<file path="config.mk">
export PLATFORM = sky130hd
export DESIGN_NAME = pmw_power_mode_wake_control
export DESIGN_NICKNAME = d
export VERILOG_FILES = /design/src/pmw_pkg.sv /design/src/pmw_sync.sv /design/src/pmw_delay.sv /design/src/pmw_power_mode_wake_control.sv
export SDC_FILE = /design/constraint.sdc
export NUM_CORES = 1
export LEC_CHECK = 0
export BUFFER_PORTS_ARGS = -buffer_cell sky130_fd_sc_hd__buf_2
export CORE_MARGIN = 2
export CORE_UTILIZATION = 30
export CTS_BUF_LIST = sky130_fd_sc_hd__clkbuf_16
export DETAILED_ROUTE_END_ITERATION = 12
export PLACE_DENSITY_LB_ADDON = 0.15
export SLEW_MARGIN = 20
export SYNTH_ARGS = -nofsm -noshare
export SYNTH_HDL_FRONTEND = slang
export SYNTH_SLANG_ARGS = --single-unit
</file>
<file path="constraint.sdc">
create_clock -name ref_clk -period 2.6 [get_ports ref_clk]
set_input_delay 0.39 -clock ref_clk [delete_from_list [all_inputs] [get_ports ref_clk]]
set_output_delay 0.39 -clock ref_clk [all_outputs]
set_load 0.02 [all_outputs]
</file>
<file path="src/pmw_pkg.sv">
// Constants and carrier types for the power-mode and wake controller.
// Assumes an 8051-style SFR port and interrupt lines on ref_clk.
`default_nettype none
package pmw_pkg;
    // ------------------------------------------------------------
    // SFR map
    // ------------------------------------------------------------
    localparam logic [7:0] SFR_POWER_CONTROL = 8'h87;
    localparam logic [7:0] SFR_PLL_CONTROL = 8'hD7;
    localparam logic [7:0] SFR_PART_ID = 8'hC2;
    localparam int POWER_CONTROL_REG_IDLE = 0;
    localparam int POWER_CONTROL_REG_PDOWN = 1;
    localparam int POWER_CONTROL_REG_SPI_WAKE = 5;
    localparam int POWER_CONTROL_REG_EXT0_WAKE = 6;
    localparam int PLL_LOCK_BIT = 6;
    localparam int PLL_OSC_POWERDOWN_BIT_BIT = 7;
    localparam logic [7:0] POWER_CONTROL_REG_RESET = 8'h00;
    localparam logic [7:0] PLL_CONTROL_REG_RESET = 8'h03;
    // Arbitrary identification value
    localparam logic [7:0] PART_ID_DEFAULT = 8'h50;
    // ------------------------------------------------------------
    // Timing
    // ------------------------------------------------------------
    localparam int unsigned REF_CLK_HZ = 40000000;
    localparam int unsigned POR_MS = 128;
    localparam int unsigned LOCK_US = 1000;
    localparam int unsigned OSC_START_MS = 150;
    localparam int unsigned POR_CYCLES = POR_MS * (REF_CLK_HZ / 1000);
    localparam int unsigned LOCK_CYCLES = LOCK_US * (REF_CLK_HZ / 1000000);
    localparam int unsigned OSC_CYCLES = OSC_START_MS * (REF_CLK_HZ / 1000);
    localparam logic [8:0] PLL_MULT = 9'h180;
    // ------------------------------------------------------------
    // Types
    // ------------------------------------------------------------
    typedef enum logic [1:0] {MODE_POR, MODE_NORMAL, MODE_IDLE, MODE_PDOWN} pmw_mode_t;
    typedef enum logic [1:0] {LOCK_DONE, LOCK_STOP, LOCK_OSC, LOCK_PLL} pmw_lock_t;
    typedef struct packed {
        logic port_hold;
        logic dac_hold;
        logic dac_hiz;
        logic strobe_force;
        logic strobe_level;
    } pmw_pin_ctl_t;
    typedef struct packed {
        logic interval_counter;
        logic spi;
        logic ext0;
        logic other;
    } pmw_wake_src_t;
endpackage
`default_nettype wire

</file>
<file path="src/pmw_sync.sv">
// Two-flop synchroniser for one level.
// Assumes input is asynchronous to ref_clk.
`timescale 1ns/10ps
`default_nettype none
module pmw_sync #(
    parameter logic RESET_VAL = 1'b1
) (
    input wire logic ref_clk,
    input wire logic srst,
    input wire logic async_in,
    output logic sync_out
);
    logic meta;
    always_ff @(posedge ref_clk) begin
        if (srst) begin
            meta <= RESET_VAL;
            sync_out <= RESET_VAL;
        end else begin
            meta <= async_in;
            sync_out <= meta;
        end
    end
endmodule // pmw_sync
`default_nettype wire

</file>
<file path="src/pmw_delay.sv">
// Down counter: start loads a count, done pulses when it expires.
// Assumes start and load on ref_clk.
`timescale 1ns/10ps
`default_nettype none
module pmw_delay (
    input wire logic ref_clk,
    input wire logic srst,
    input wire logic start,
    input wire logic [31:0] load,
    output logic busy,
    output logic done
);
    logic [31:0] count;
    logic [31:0] next_count;
    logic next_busy;
    logic next_done;
    always_comb begin
        next_count = count;
        next_busy = busy;
        next_done = 1'b0;
        if (start) begin
            next_count = load;
            next_busy = 1'b1;
        end else if (busy) begin
            if (count <= 32'h0000_0001) begin
                next_busy = 1'b0;
                next_done = 1'b1;
            end else begin
                next_count = count - 32'h0000_0001;
            end
        end
    end
    always_ff @(posedge ref_clk) begin
        if (srst) begin
            count <= '0;
            busy <= 1'b0;
            done <= 1'b0;
        end else begin
            count <= next_count;
            busy <= next_busy;
            done <= next_done;
        end
    end
endmodule // pmw_delay
`default_nettype wire

</file>
<file path="src/pmw_power_mode_wake_control.sv">
// Power-mode, wake and PLL lock tracking with its SFR registers.
// Assumes interrupt inputs are enabled requests on ref_clk; reset pin is async.
`timescale 1ns/10ps
`default_nettype none
module pmw_power_mode_wake_control #(
    parameter int unsigned POR_CYC = pmw_pkg::POR_CYCLES,
    parameter int unsigned LOCK_CYC = pmw_pkg::LOCK_CYCLES,
    parameter int unsigned OSC_CYC = pmw_pkg::OSC_CYCLES,
    parameter logic [7:0] PART_ID = pmw_pkg::PART_ID_DEFAULT
) (
    input wire logic ref_clk,
    input wire logic srst,
    input wire logic reset_pin_n,
    input wire logic [7:0] sfr_addr,
    input wire logic sfr_wr,
    input wire logic sfr_rd,
    input wire logic [7:0] sfr_wdata,
    output logic [7:0] sfr_rdata,
    input wire logic any_irq,
    input wire logic tic_irq,
    input wire logic spi_irq,
    input wire logic ext0_irq,
    output logic core_clk_en,
    output logic periph_clk_en,
    output logic interval_counter_clk_en,
    output logic osc_enable,
    output logic pll_enable,
    output logic [8:0] pll_mult,
    output logic pll_locked,
    output logic cpu_reset,
    output logic wake_irq,
    output pmw_pkg::pmw_wake_src_t wake_src,
    output pmw_pkg::pmw_pin_ctl_t pin_ctl
);
    // ------------------------------------------------------------
    // Inputs and timers
    // ------------------------------------------------------------
    logic pin_n_s;
    logic por_kick;
    logic por_busy;
    logic por_done;
    logic lock_start;
    logic [31:0] lock_load;
    logic lock_done;

    pmw_sync #(.RESET_VAL(1'b1)) u_pin_sync (
        .ref_clk(ref_clk),
        .srst(srst),
        .async_in(reset_pin_n),
        .sync_out(pin_n_s)
    );

    pmw_delay u_por_delay (
        .ref_clk(ref_clk),
        .srst(srst),
        .start(por_kick),
        .load(POR_CYC),
        .busy(por_busy),
        .done(por_done)
    );

    pmw_delay u_lock_delay (
        .ref_clk(ref_clk),
        .srst(srst),
        .start(lock_start),
        .load(lock_load),
        .busy(),
        .done(lock_done)
    );

    // ------------------------------------------------------------
    // State
    // ------------------------------------------------------------
    pmw_pkg::pmw_mode_t mode, next_mode;
    pmw_pkg::pmw_lock_t lock, next_lock;
    logic [7:0] power_control_reg, next_power_control_reg;
    logic [7:0] pll_control_reg, next_pll_control_reg;
    logic next_wake_irq;
    pmw_pkg::pmw_wake_src_t next_wake_src;
    logic pin_rst;
    logic osc_powerdown_bit;
    logic wr_power_control_reg;
    logic wr_pll;
    logic pd_wake;

    assign pin_rst = ~pin_n_s;
    assign osc_powerdown_bit = pll_control_reg[pmw_pkg::PLL_OSC_POWERDOWN_BIT_BIT];
    assign wr_power_control_reg = sfr_wr && (sfr_addr == pmw_pkg::SFR_POWER_CONTROL);
    assign wr_pll = sfr_wr && (sfr_addr == pmw_pkg::SFR_PLL_CONTROL);
    assign pd_wake = (tic_irq && !osc_powerdown_bit)
        || (spi_irq && power_control_reg[pmw_pkg::POWER_CONTROL_REG_SPI_WAKE])
        || (ext0_irq && power_control_reg[pmw_pkg::POWER_CONTROL_REG_EXT0_WAKE]);

    // ------------------------------------------------------------
    // Mode and lock sequencing
    // ------------------------------------------------------------
    always_comb begin
        next_mode = mode;
        next_lock = lock;
        next_power_control_reg = power_control_reg;
        next_pll_control_reg = pll_control_reg;
        next_wake_irq = 1'b0;
        next_wake_src = '0;
        lock_start = 1'b0;
        lock_load = LOCK_CYC;
        case (mode)
            pmw_pkg::MODE_POR: begin
                if (por_done) begin
                    next_mode = pmw_pkg::MODE_NORMAL;
                end
            end
            pmw_pkg::MODE_NORMAL: begin
                if (wr_power_control_reg) begin
                    next_power_control_reg = sfr_wdata;
                    if (sfr_wdata[pmw_pkg::POWER_CONTROL_REG_PDOWN]) begin
                        next_mode = pmw_pkg::MODE_PDOWN;
                        next_lock = pmw_pkg::LOCK_STOP;
                    end else if (sfr_wdata[pmw_pkg::POWER_CONTROL_REG_IDLE]) begin
                        next_mode = pmw_pkg::MODE_IDLE;
                    end
                end
                if (wr_pll) begin
                    next_pll_control_reg = sfr_wdata;
                end
            end
            pmw_pkg::MODE_IDLE: begin
                if (any_irq) begin
                    next_mode = pmw_pkg::MODE_NORMAL;
                    next_power_control_reg[pmw_pkg::POWER_CONTROL_REG_IDLE] = 1'b0;
                    next_power_control_reg[pmw_pkg::POWER_CONTROL_REG_PDOWN] = 1'b0;
                    next_wake_irq = 1'b1;
                    next_wake_src.other = 1'b1;
                end
            end
            pmw_pkg::MODE_PDOWN: begin
                if (pd_wake || pin_rst) begin
                    next_mode = pmw_pkg::MODE_NORMAL;
                    next_power_control_reg[pmw_pkg::POWER_CONTROL_REG_IDLE] = 1'b0;
                    next_power_control_reg[pmw_pkg::POWER_CONTROL_REG_PDOWN] = 1'b0;
                    next_wake_irq = pd_wake && !pin_rst;
                    next_wake_src.interval_counter = tic_irq && !osc_powerdown_bit;
                    next_wake_src.spi = spi_irq && power_control_reg[pmw_pkg::POWER_CONTROL_REG_SPI_WAKE];
                    next_wake_src.ext0 = ext0_irq && power_control_reg[pmw_pkg::POWER_CONTROL_REG_EXT0_WAKE];
                    lock_start = 1'b1;
                    if (osc_powerdown_bit) begin
                        next_lock = pmw_pkg::LOCK_OSC;
                        lock_load = OSC_CYC;
                    end else begin
                        next_lock = pmw_pkg::LOCK_PLL;
                    end
                end
            end
            default: begin
                next_mode = pmw_pkg::MODE_NORMAL;
            end
        endcase
        case (lock)
            pmw_pkg::LOCK_OSC: begin
                if (lock_done) begin
                    next_lock = pmw_pkg::LOCK_PLL;
                    lock_start = 1'b1;
                    lock_load = LOCK_CYC;
                end
            end
            pmw_pkg::LOCK_PLL: begin
                if (lock_done) begin
                    next_lock = pmw_pkg::LOCK_DONE;
                end
            end
            default: begin
            end
        endcase
        if (pin_rst) begin
            // Reset pin restores defaults and leaves power-down
            next_power_control_reg = pmw_pkg::POWER_CONTROL_REG_RESET;
            next_pll_control_reg = pmw_pkg::PLL_CONTROL_REG_RESET;
            next_wake_src = '0;
            next_wake_irq = 1'b0;
            if (mode != pmw_pkg::MODE_POR) begin
                next_mode = pmw_pkg::MODE_NORMAL;
            end
        end
    end

    // ------------------------------------------------------------
    // Output decode
    // ------------------------------------------------------------
    logic next_core_en;
    logic next_periph_en;
    logic next_tic_en;
    logic next_osc_en;
    logic next_pll_en;
    logic next_cpu_reset;
    logic [7:0] next_rdata;
    pmw_pkg::pmw_pin_ctl_t next_pin;

    always_comb begin
        next_core_en = (next_mode == pmw_pkg::MODE_NORMAL)
            || (next_mode == pmw_pkg::MODE_POR);
        next_periph_en = (next_mode != pmw_pkg::MODE_PDOWN);
        next_osc_en = !((next_mode == pmw_pkg::MODE_PDOWN)
            && next_pll_control_reg[pmw_pkg::PLL_OSC_POWERDOWN_BIT_BIT]);
        next_tic_en = next_osc_en;
        next_pll_en = (next_mode != pmw_pkg::MODE_PDOWN)
            && (next_lock != pmw_pkg::LOCK_OSC);
        next_cpu_reset = (next_mode == pmw_pkg::MODE_POR) || pin_rst;
        next_pin = '0;
        if (next_mode == pmw_pkg::MODE_IDLE) begin
            next_pin.port_hold = 1'b1;
            next_pin.dac_hold = 1'b1;
            next_pin.strobe_force = 1'b1;
            next_pin.strobe_level = 1'b1;
        end else if (next_mode == pmw_pkg::MODE_PDOWN) begin
            next_pin.port_hold = 1'b1;
            next_pin.dac_hiz = 1'b1;
            next_pin.strobe_force = 1'b1;
            next_pin.strobe_level = 1'b0;
        end
        next_rdata = 8'h00;
        if (sfr_rd) begin
            if (sfr_addr == pmw_pkg::SFR_POWER_CONTROL) begin
                next_rdata = power_control_reg;
            end else if (sfr_addr == pmw_pkg::SFR_PLL_CONTROL) begin
                next_rdata = pll_control_reg;
                next_rdata[pmw_pkg::PLL_LOCK_BIT] = (lock == pmw_pkg::LOCK_DONE);
            end else if (sfr_addr == pmw_pkg::SFR_PART_ID) begin
                next_rdata = PART_ID;
            end
        end
    end

    // ------------------------------------------------------------
    // Registers
    // ------------------------------------------------------------
    always_ff @(posedge ref_clk) begin
        if (srst) begin
            mode <= pmw_pkg::MODE_POR;
            lock <= pmw_pkg::LOCK_DONE;
            power_control_reg <= pmw_pkg::POWER_CONTROL_REG_RESET;
            pll_control_reg <= pmw_pkg::PLL_CONTROL_REG_RESET;
            por_kick <= 1'b1;
            wake_irq <= 1'b0;
            wake_src <= '0;
            core_clk_en <= 1'b1;
            periph_clk_en <= 1'b1;
            interval_counter_clk_en <= 1'b1;
            osc_enable <= 1'b1;
            pll_enable <= 1'b1;
            pll_mult <= pmw_pkg::PLL_MULT;
            pll_locked <= 1'b1;
            cpu_reset <= 1'b1;
            pin_ctl <= '0;
            sfr_rdata <= 8'h00;
        end else begin
            mode <= next_mode;
            lock <= next_lock;
            power_control_reg <= next_power_control_reg;
            pll_control_reg <= next_pll_control_reg;
            por_kick <= 1'b0;
            wake_irq <= next_wake_irq;
            wake_src <= next_wake_src;
            core_clk_en <= next_core_en;
            periph_clk_en <= next_periph_en;
            interval_counter_clk_en <= next_tic_en;
            osc_enable <= next_osc_en;
            pll_enable <= next_pll_en;
            pll_mult <= pmw_pkg::PLL_MULT;
            pll_locked <= (next_lock == pmw_pkg::LOCK_DONE);
            cpu_reset <= next_cpu_reset;
            pin_ctl <= next_pin;
            sfr_rdata <= next_rdata;
        end
    end
endmodule // pmw_power_mode_wake_control
`default_nettype wire

</file>
==> impl_results.html <==
<table>
<tr><th>Metric</th><th>Value</th></tr>
<tr><th colspan="2">Run status</th></tr>
<tr><td>Result of the run</td><td>completed</td></tr>
<tr><th colspan="2">Synthesis</th></tr>
<tr><td>Yosys warning total</td><td>0</td></tr>
<tr><td>Number of distinct library cells after synthesis</td><td>52</td></tr>
<tr><td>Asr flop ratio synth</td><td>0%</td></tr>
<tr><td>Multiplexer share of the synthesized area</td><td>2.99%</td></tr>
<tr><td>Synth Area in Compound Gates</td><td>11.8%</td></tr>
<tr><td>Top cell types by occurrence after synthesis</td><td>dfxtp_1, nor2_1, nand2_1</td></tr>
<tr><td>Mean cell area of the mapped netlist</td><td>approximately 8.7 um2</td></tr>
<tr><td>Number of synthesized flops with an enable pin</td><td>0</td></tr>
<tr><td>Count leader, synth</td><td>dfxtp_1</td></tr>
<tr><td>Yosys top cell by area</td><td>dfxtp_1</td></tr>
<tr><td>Combinational family with the most area after synthesis</td><td>simple AND/OR/NAND/NOR gates</td></tr>
<tr><td>Fraction of the yosys area taken by sequential cells</td><td>44.7%</td></tr>
<tr><td>Post-synthesis xor/xnor area fraction</td><td>under 10%</td></tr>
<tr><td>Instance count of the mapped netlist</td><td>576</td></tr>
<tr><td>#FFs+latches synth</td><td>roughly 110</td></tr>
<tr><td>Post-synth top area share</td><td>44.7%</td></tr>
<tr><td>Arithmetic-cell share of the synthesized area counting full adders, half adders and majority gates</td><td>less than 1%</td></tr>
<tr><td>Simple-gate portion of the synthesized area</td><td>between 20% and 30%</td></tr>
<tr><td>Flip-flop cell with the highest count after synthesis</td><td>dfxtp_1</td></tr>
<tr><td>Post-Synthesis Cell Area</td><td>roughly 5000 um2</td></tr>
<tr><td>Top post-synthesis cells by area</td><td>dfxtp_1, nor2_1, xor2_1</td></tr>
<tr><th colspan="2">Floorplan</th></tr>
<tr><td>Placeable core region</td><td>16,500 um2</td></tr>
<tr><td>Std cell rows</td><td>47</td></tr>
<tr><td>Die Outline Area</td><td>17,800 um2</td></tr>
<tr><td>Vert. Die Dim</td><td>around 130 um</td></tr>
<tr><td>Initial standard-cell utilization of the core</td><td>between 30% and 40%</td></tr>
<tr><td>Number of I/O pins</td><td>59</td></tr>
<tr><td>Horizontal die dimension</td><td>between 100 and 150 um</td></tr>
<tr><th colspan="2">Clock network</th></tr>
<tr><td>H-tree Lvls</td><td>3</td></tr>
<tr><td>Clock Latency Late Sink</td><td>0.36 ns</td></tr>
<tr><td>Clock transition at path regs</td><td>around 0.08 ns</td></tr>
<tr><td>Number of buffers on the longest clock path</td><td>2</td></tr>
<tr><td>CTS tree</td><td>done</td></tr>
<tr><td>Number of clock sinks</td><td>between 100 and 150</td></tr>
<tr><td>Number of buffers added by the clock tree synthesis step</td><td>9</td></tr>
<tr><td>Buffer type at the clock tree root</td><td>clkbuf_16</td></tr>
<tr><th colspan="2">Pwr</th></tr>
<tr><td>Worst VDD drop</td><td>0.000317 V</td></tr>
<tr><td>Overall power</td><td>~0.0035 W</td></tr>
<tr><td>Pwr dens</td><td>584 nW/um2</td></tr>
<tr><td>Leakage Power</td><td>around 2.4 nW</td></tr>
<tr><th colspan="2">Place</th></tr>
<tr><td>Number of I/O port buffers</td><td>49</td></tr>
<tr><td>Final weighted congestion in routability-driven placement</td><td>0.859</td></tr>
<tr><td>DPL Wire Length</td><td>8.88 mm</td></tr>
<tr><th colspan="2">Critical path</th></tr>
<tr><td>Reg2reg setup slack</td><td>around 0.15 ns</td></tr>
<tr><td>Worst-case reg-to-reg path depth</td><td>6</td></tr>
<tr><td>Reg-to-Reg End</td><td>u_lock_delay.count[29]</td></tr>
<tr><td>Required time reported for the critical path endpoint</td><td>2.82 ns</td></tr>
<tr><td>Critical Path Start Type</td><td>flip-flop</td></tr>
<tr><td>Crit Path Class</td><td>reg2reg</td></tr>
<tr><td>Maximum fanout count along the critical path</td><td>13</td></tr>
<tr><td>Data arrival time of the worst path</td><td>2.67 ns</td></tr>
<tr><td>RR Startpoint</td><td>u_lock_delay.count[18]</td></tr>
<tr><td>Endpoint type of the worst setup path</td><td>flip-flop</td></tr>
<tr><th colspan="2">STA</th></tr>
<tr><td>Final hold violations</td><td>0</td></tr>
<tr><td>Final critical path time including I/O delays and setup</td><td>between 2 and 2.5 ns</td></tr>
<tr><td>Crit share post-route</td><td>94.1%</td></tr>
<tr><td>Number of setup violations in the final report</td><td>0</td></tr>
<tr><td>Setup_tns</td><td>0 ns</td></tr>
<tr><td>Clock tree skew after final layout</td><td>0.00807 ns</td></tr>
<tr><td>Setup repair after global routing missed its margin</td><td>false</td></tr>
<tr><td>Peak Freq</td><td>409 MHz</td></tr>
<tr><td>Total count of max-transition violations in the final report</td><td>0</td></tr>
<tr><td>Worst-case headroom to the max-slew limit</td><td>between 50 and 60%</td></tr>
<tr><td>Slew at the pin closest to its max-slew limit</td><td>0.668 ns</td></tr>
<tr><th colspan="2">Finish</th></tr>
<tr><td>Area Growth Syn to Fin</td><td>18.9%</td></tr>
<tr><td>Ant. Diodes</td><td>0</td></tr>
<tr><td>Largest regs</td><td>u_lock_delay.count x32, u_por_delay.count x32</td></tr>
<tr><td>Share of post-route cells with drive strength above 1</td><td>16.4%</td></tr>
<tr><td>Number of nets in the final layout</td><td>676</td></tr>
<tr><td>Utilization after layout</td><td>36.3%</td></tr>
<tr><th colspan="2">Route</th></tr>
<tr><td>Remaining antenna violation count</td><td>0</td></tr>
<tr><td>Wire length per cell after detailed routing</td><td>13.8 um</td></tr>
<tr><td>Number of violations reported at the end of detailed-routing iteration 0</td><td>159</td></tr>
<tr><td>Remaining design rule violation count</td><td>0</td></tr>
<tr><td>Avg Vias per Cell</td><td>around 4.9</td></tr>
<tr><td>Iteration count of the initial detailed-routing pass</td><td>4</td></tr>
<tr><td>Wire length after detailed routing</td><td>approximately 12 mm</td></tr>
<tr><td>Via total after detailed routing</td><td>4,254</td></tr>
<tr><th colspan="2">Worst hold path</th></tr>
<tr><td>Worst-case hold path end point</td><td>u_pin_sync.meta</td></tr>
<tr><td>Min-Delay Path Depth</td><td>2</td></tr>
<tr><td>Start point of the worst min-delay path</td><td>reset_pin_n</td></tr>
<tr><td>Type of the worst min-delay path</td><td>in2reg</td></tr>
<tr><th colspan="2">Global route</th></tr>
<tr><td>Wire length of the first global-routing pass</td><td>20.2 mm</td></tr>
<tr><td>Pin count of the biggest net entering global routing</td><td>29</td></tr>
<tr><td>Number of global-route vias before repair</td><td>4,088</td></tr>
<tr><td>Number of antenna violations at the first check in global routing</td><td>0</td></tr>
<tr><td>Overall overflow remaining after global route</td><td>0</td></tr>
<tr><td>Global-route total usage across every layer</td><td>14.2%</td></tr>
<tr><th colspan="2">Job</th></tr>
<tr><td>Max-cap viol count</td><td>0</td></tr>
</table>
[worst max path at each step]
stage	endpoint	slack [ns]	cells past startpoint	start
floorplan	u_lock_delay.count[25]	0.15	7	u_lock_delay.count[17]
global placement	u_lock_delay.count[29]	0.09	6	u_lock_delay.count[18]
detailed placement	u_lock_delay.count[29]	0.09	6	u_lock_delay.count[18]
CTS	u_lock_delay.count[29]	0.07	6	u_lock_delay.count[18]
global route	u_lock_delay.count[24]	0.03	7	u_lock_delay.count[9]
finish	u_lock_delay.count[29]	0.15	6	u_lock_delay.count[18]
[area by class of cell]
cell class / instances / area [um2]
clock inverters: 7 / 72.6
flip-flops and latches: 112 / 2240
well taps: 220 / 275
clock buffers: 9 / 225
fillers: 1735 / 10500
multi-input cells: 429 / 2600
inverters: 13 / 48.8
repair buffers: 82 / 505
[kinds of logic after synthesis]
group                      after synthesis
AOI/OAI and AO/OA                       86
and+or+nand+nor                        265
DFF                                    112
buffers and inverters                   42
adders and majority gates                4
other                                    2
muxes                                   15
xor gates and xnor gates                50
[cell usage in the layout (no fill, tap or decap), drive strengths merged, types with 4 or more instances in the layout]
master	Yosys	final
or3	11	11
nand4b	6	6
a21oi	24	24
nor4	17	17
o31ai	5	5
nor3	23	23
ha	4	4
nand3b	6	6
nor2	100	100
buf	14	82
nor2b	5	5
and3	5	5
conb	2	9
nand2	36	36
nand3	24	24
clkbuf	15	9
a211oi	14	14
a22oi	6	6
xor2	32	32
and2	4	4
nand4	6	6
xnor2	18	18
o21ai	11	11
or2	4	4
a2111oi	4	4
mux2i	15	15
or4	13	13
dfxtp	112	112
inv	13	16
[metrics by stage]
stage	instance area (um2)	setup WS [ns]	hold slack (ns)	cells
6_report	5970	0.154	0.245	872
5_1_grt	5970	0.0286	0.231	872
4_1_cts	5960	0.0652	0.236	872
3_5_place_dp	5660	0.0884	0.411	856
3_3_place_gp	5660	0.0892	0.403	856
2_1_floorplan	5050	0.155	0.389	583
[repair_timing]
action | CTS | global route
endpoints found under the hold margin | 0 | 0
gates resized for setup | 0 | 3
endpoints found under the setup margin | 0 | 6
setup buffers | 0 | 0
hold buffers | 0 | 0
[critical path, stage by stage (launching register included)]
cell and delay, ns:
dfxtp_1 0.34, or4_1 0.54, or4_4 0.57, o31a_4 0.43, o211ai_1 0.21, xor2_1 0.17
nor2_1 0.05
[power breakdown]
| part | total [W] | switching (W) | internal, W |
|---|---|---|---|
| combinational | 0.000334 | 0.000207 | 0.000127 |
| sequential | 0.00178 | 0.0000312 | 0.00175 |
| clock | 0.00137 | 0.000693 | 0.000679 |
| total | 0.00349 | 0.000931 | 0.00255 |
[metal layers]
metal	vias up	track usage (%)	part of all wire, %
met4	0	4.67	1.9
met3	15	4.15	4.1
li1	2168	-	-
met1	2006	18.7	50
met5	-	0	0
met2	65	22.4	44
Power figures use the tool's default switching activity.
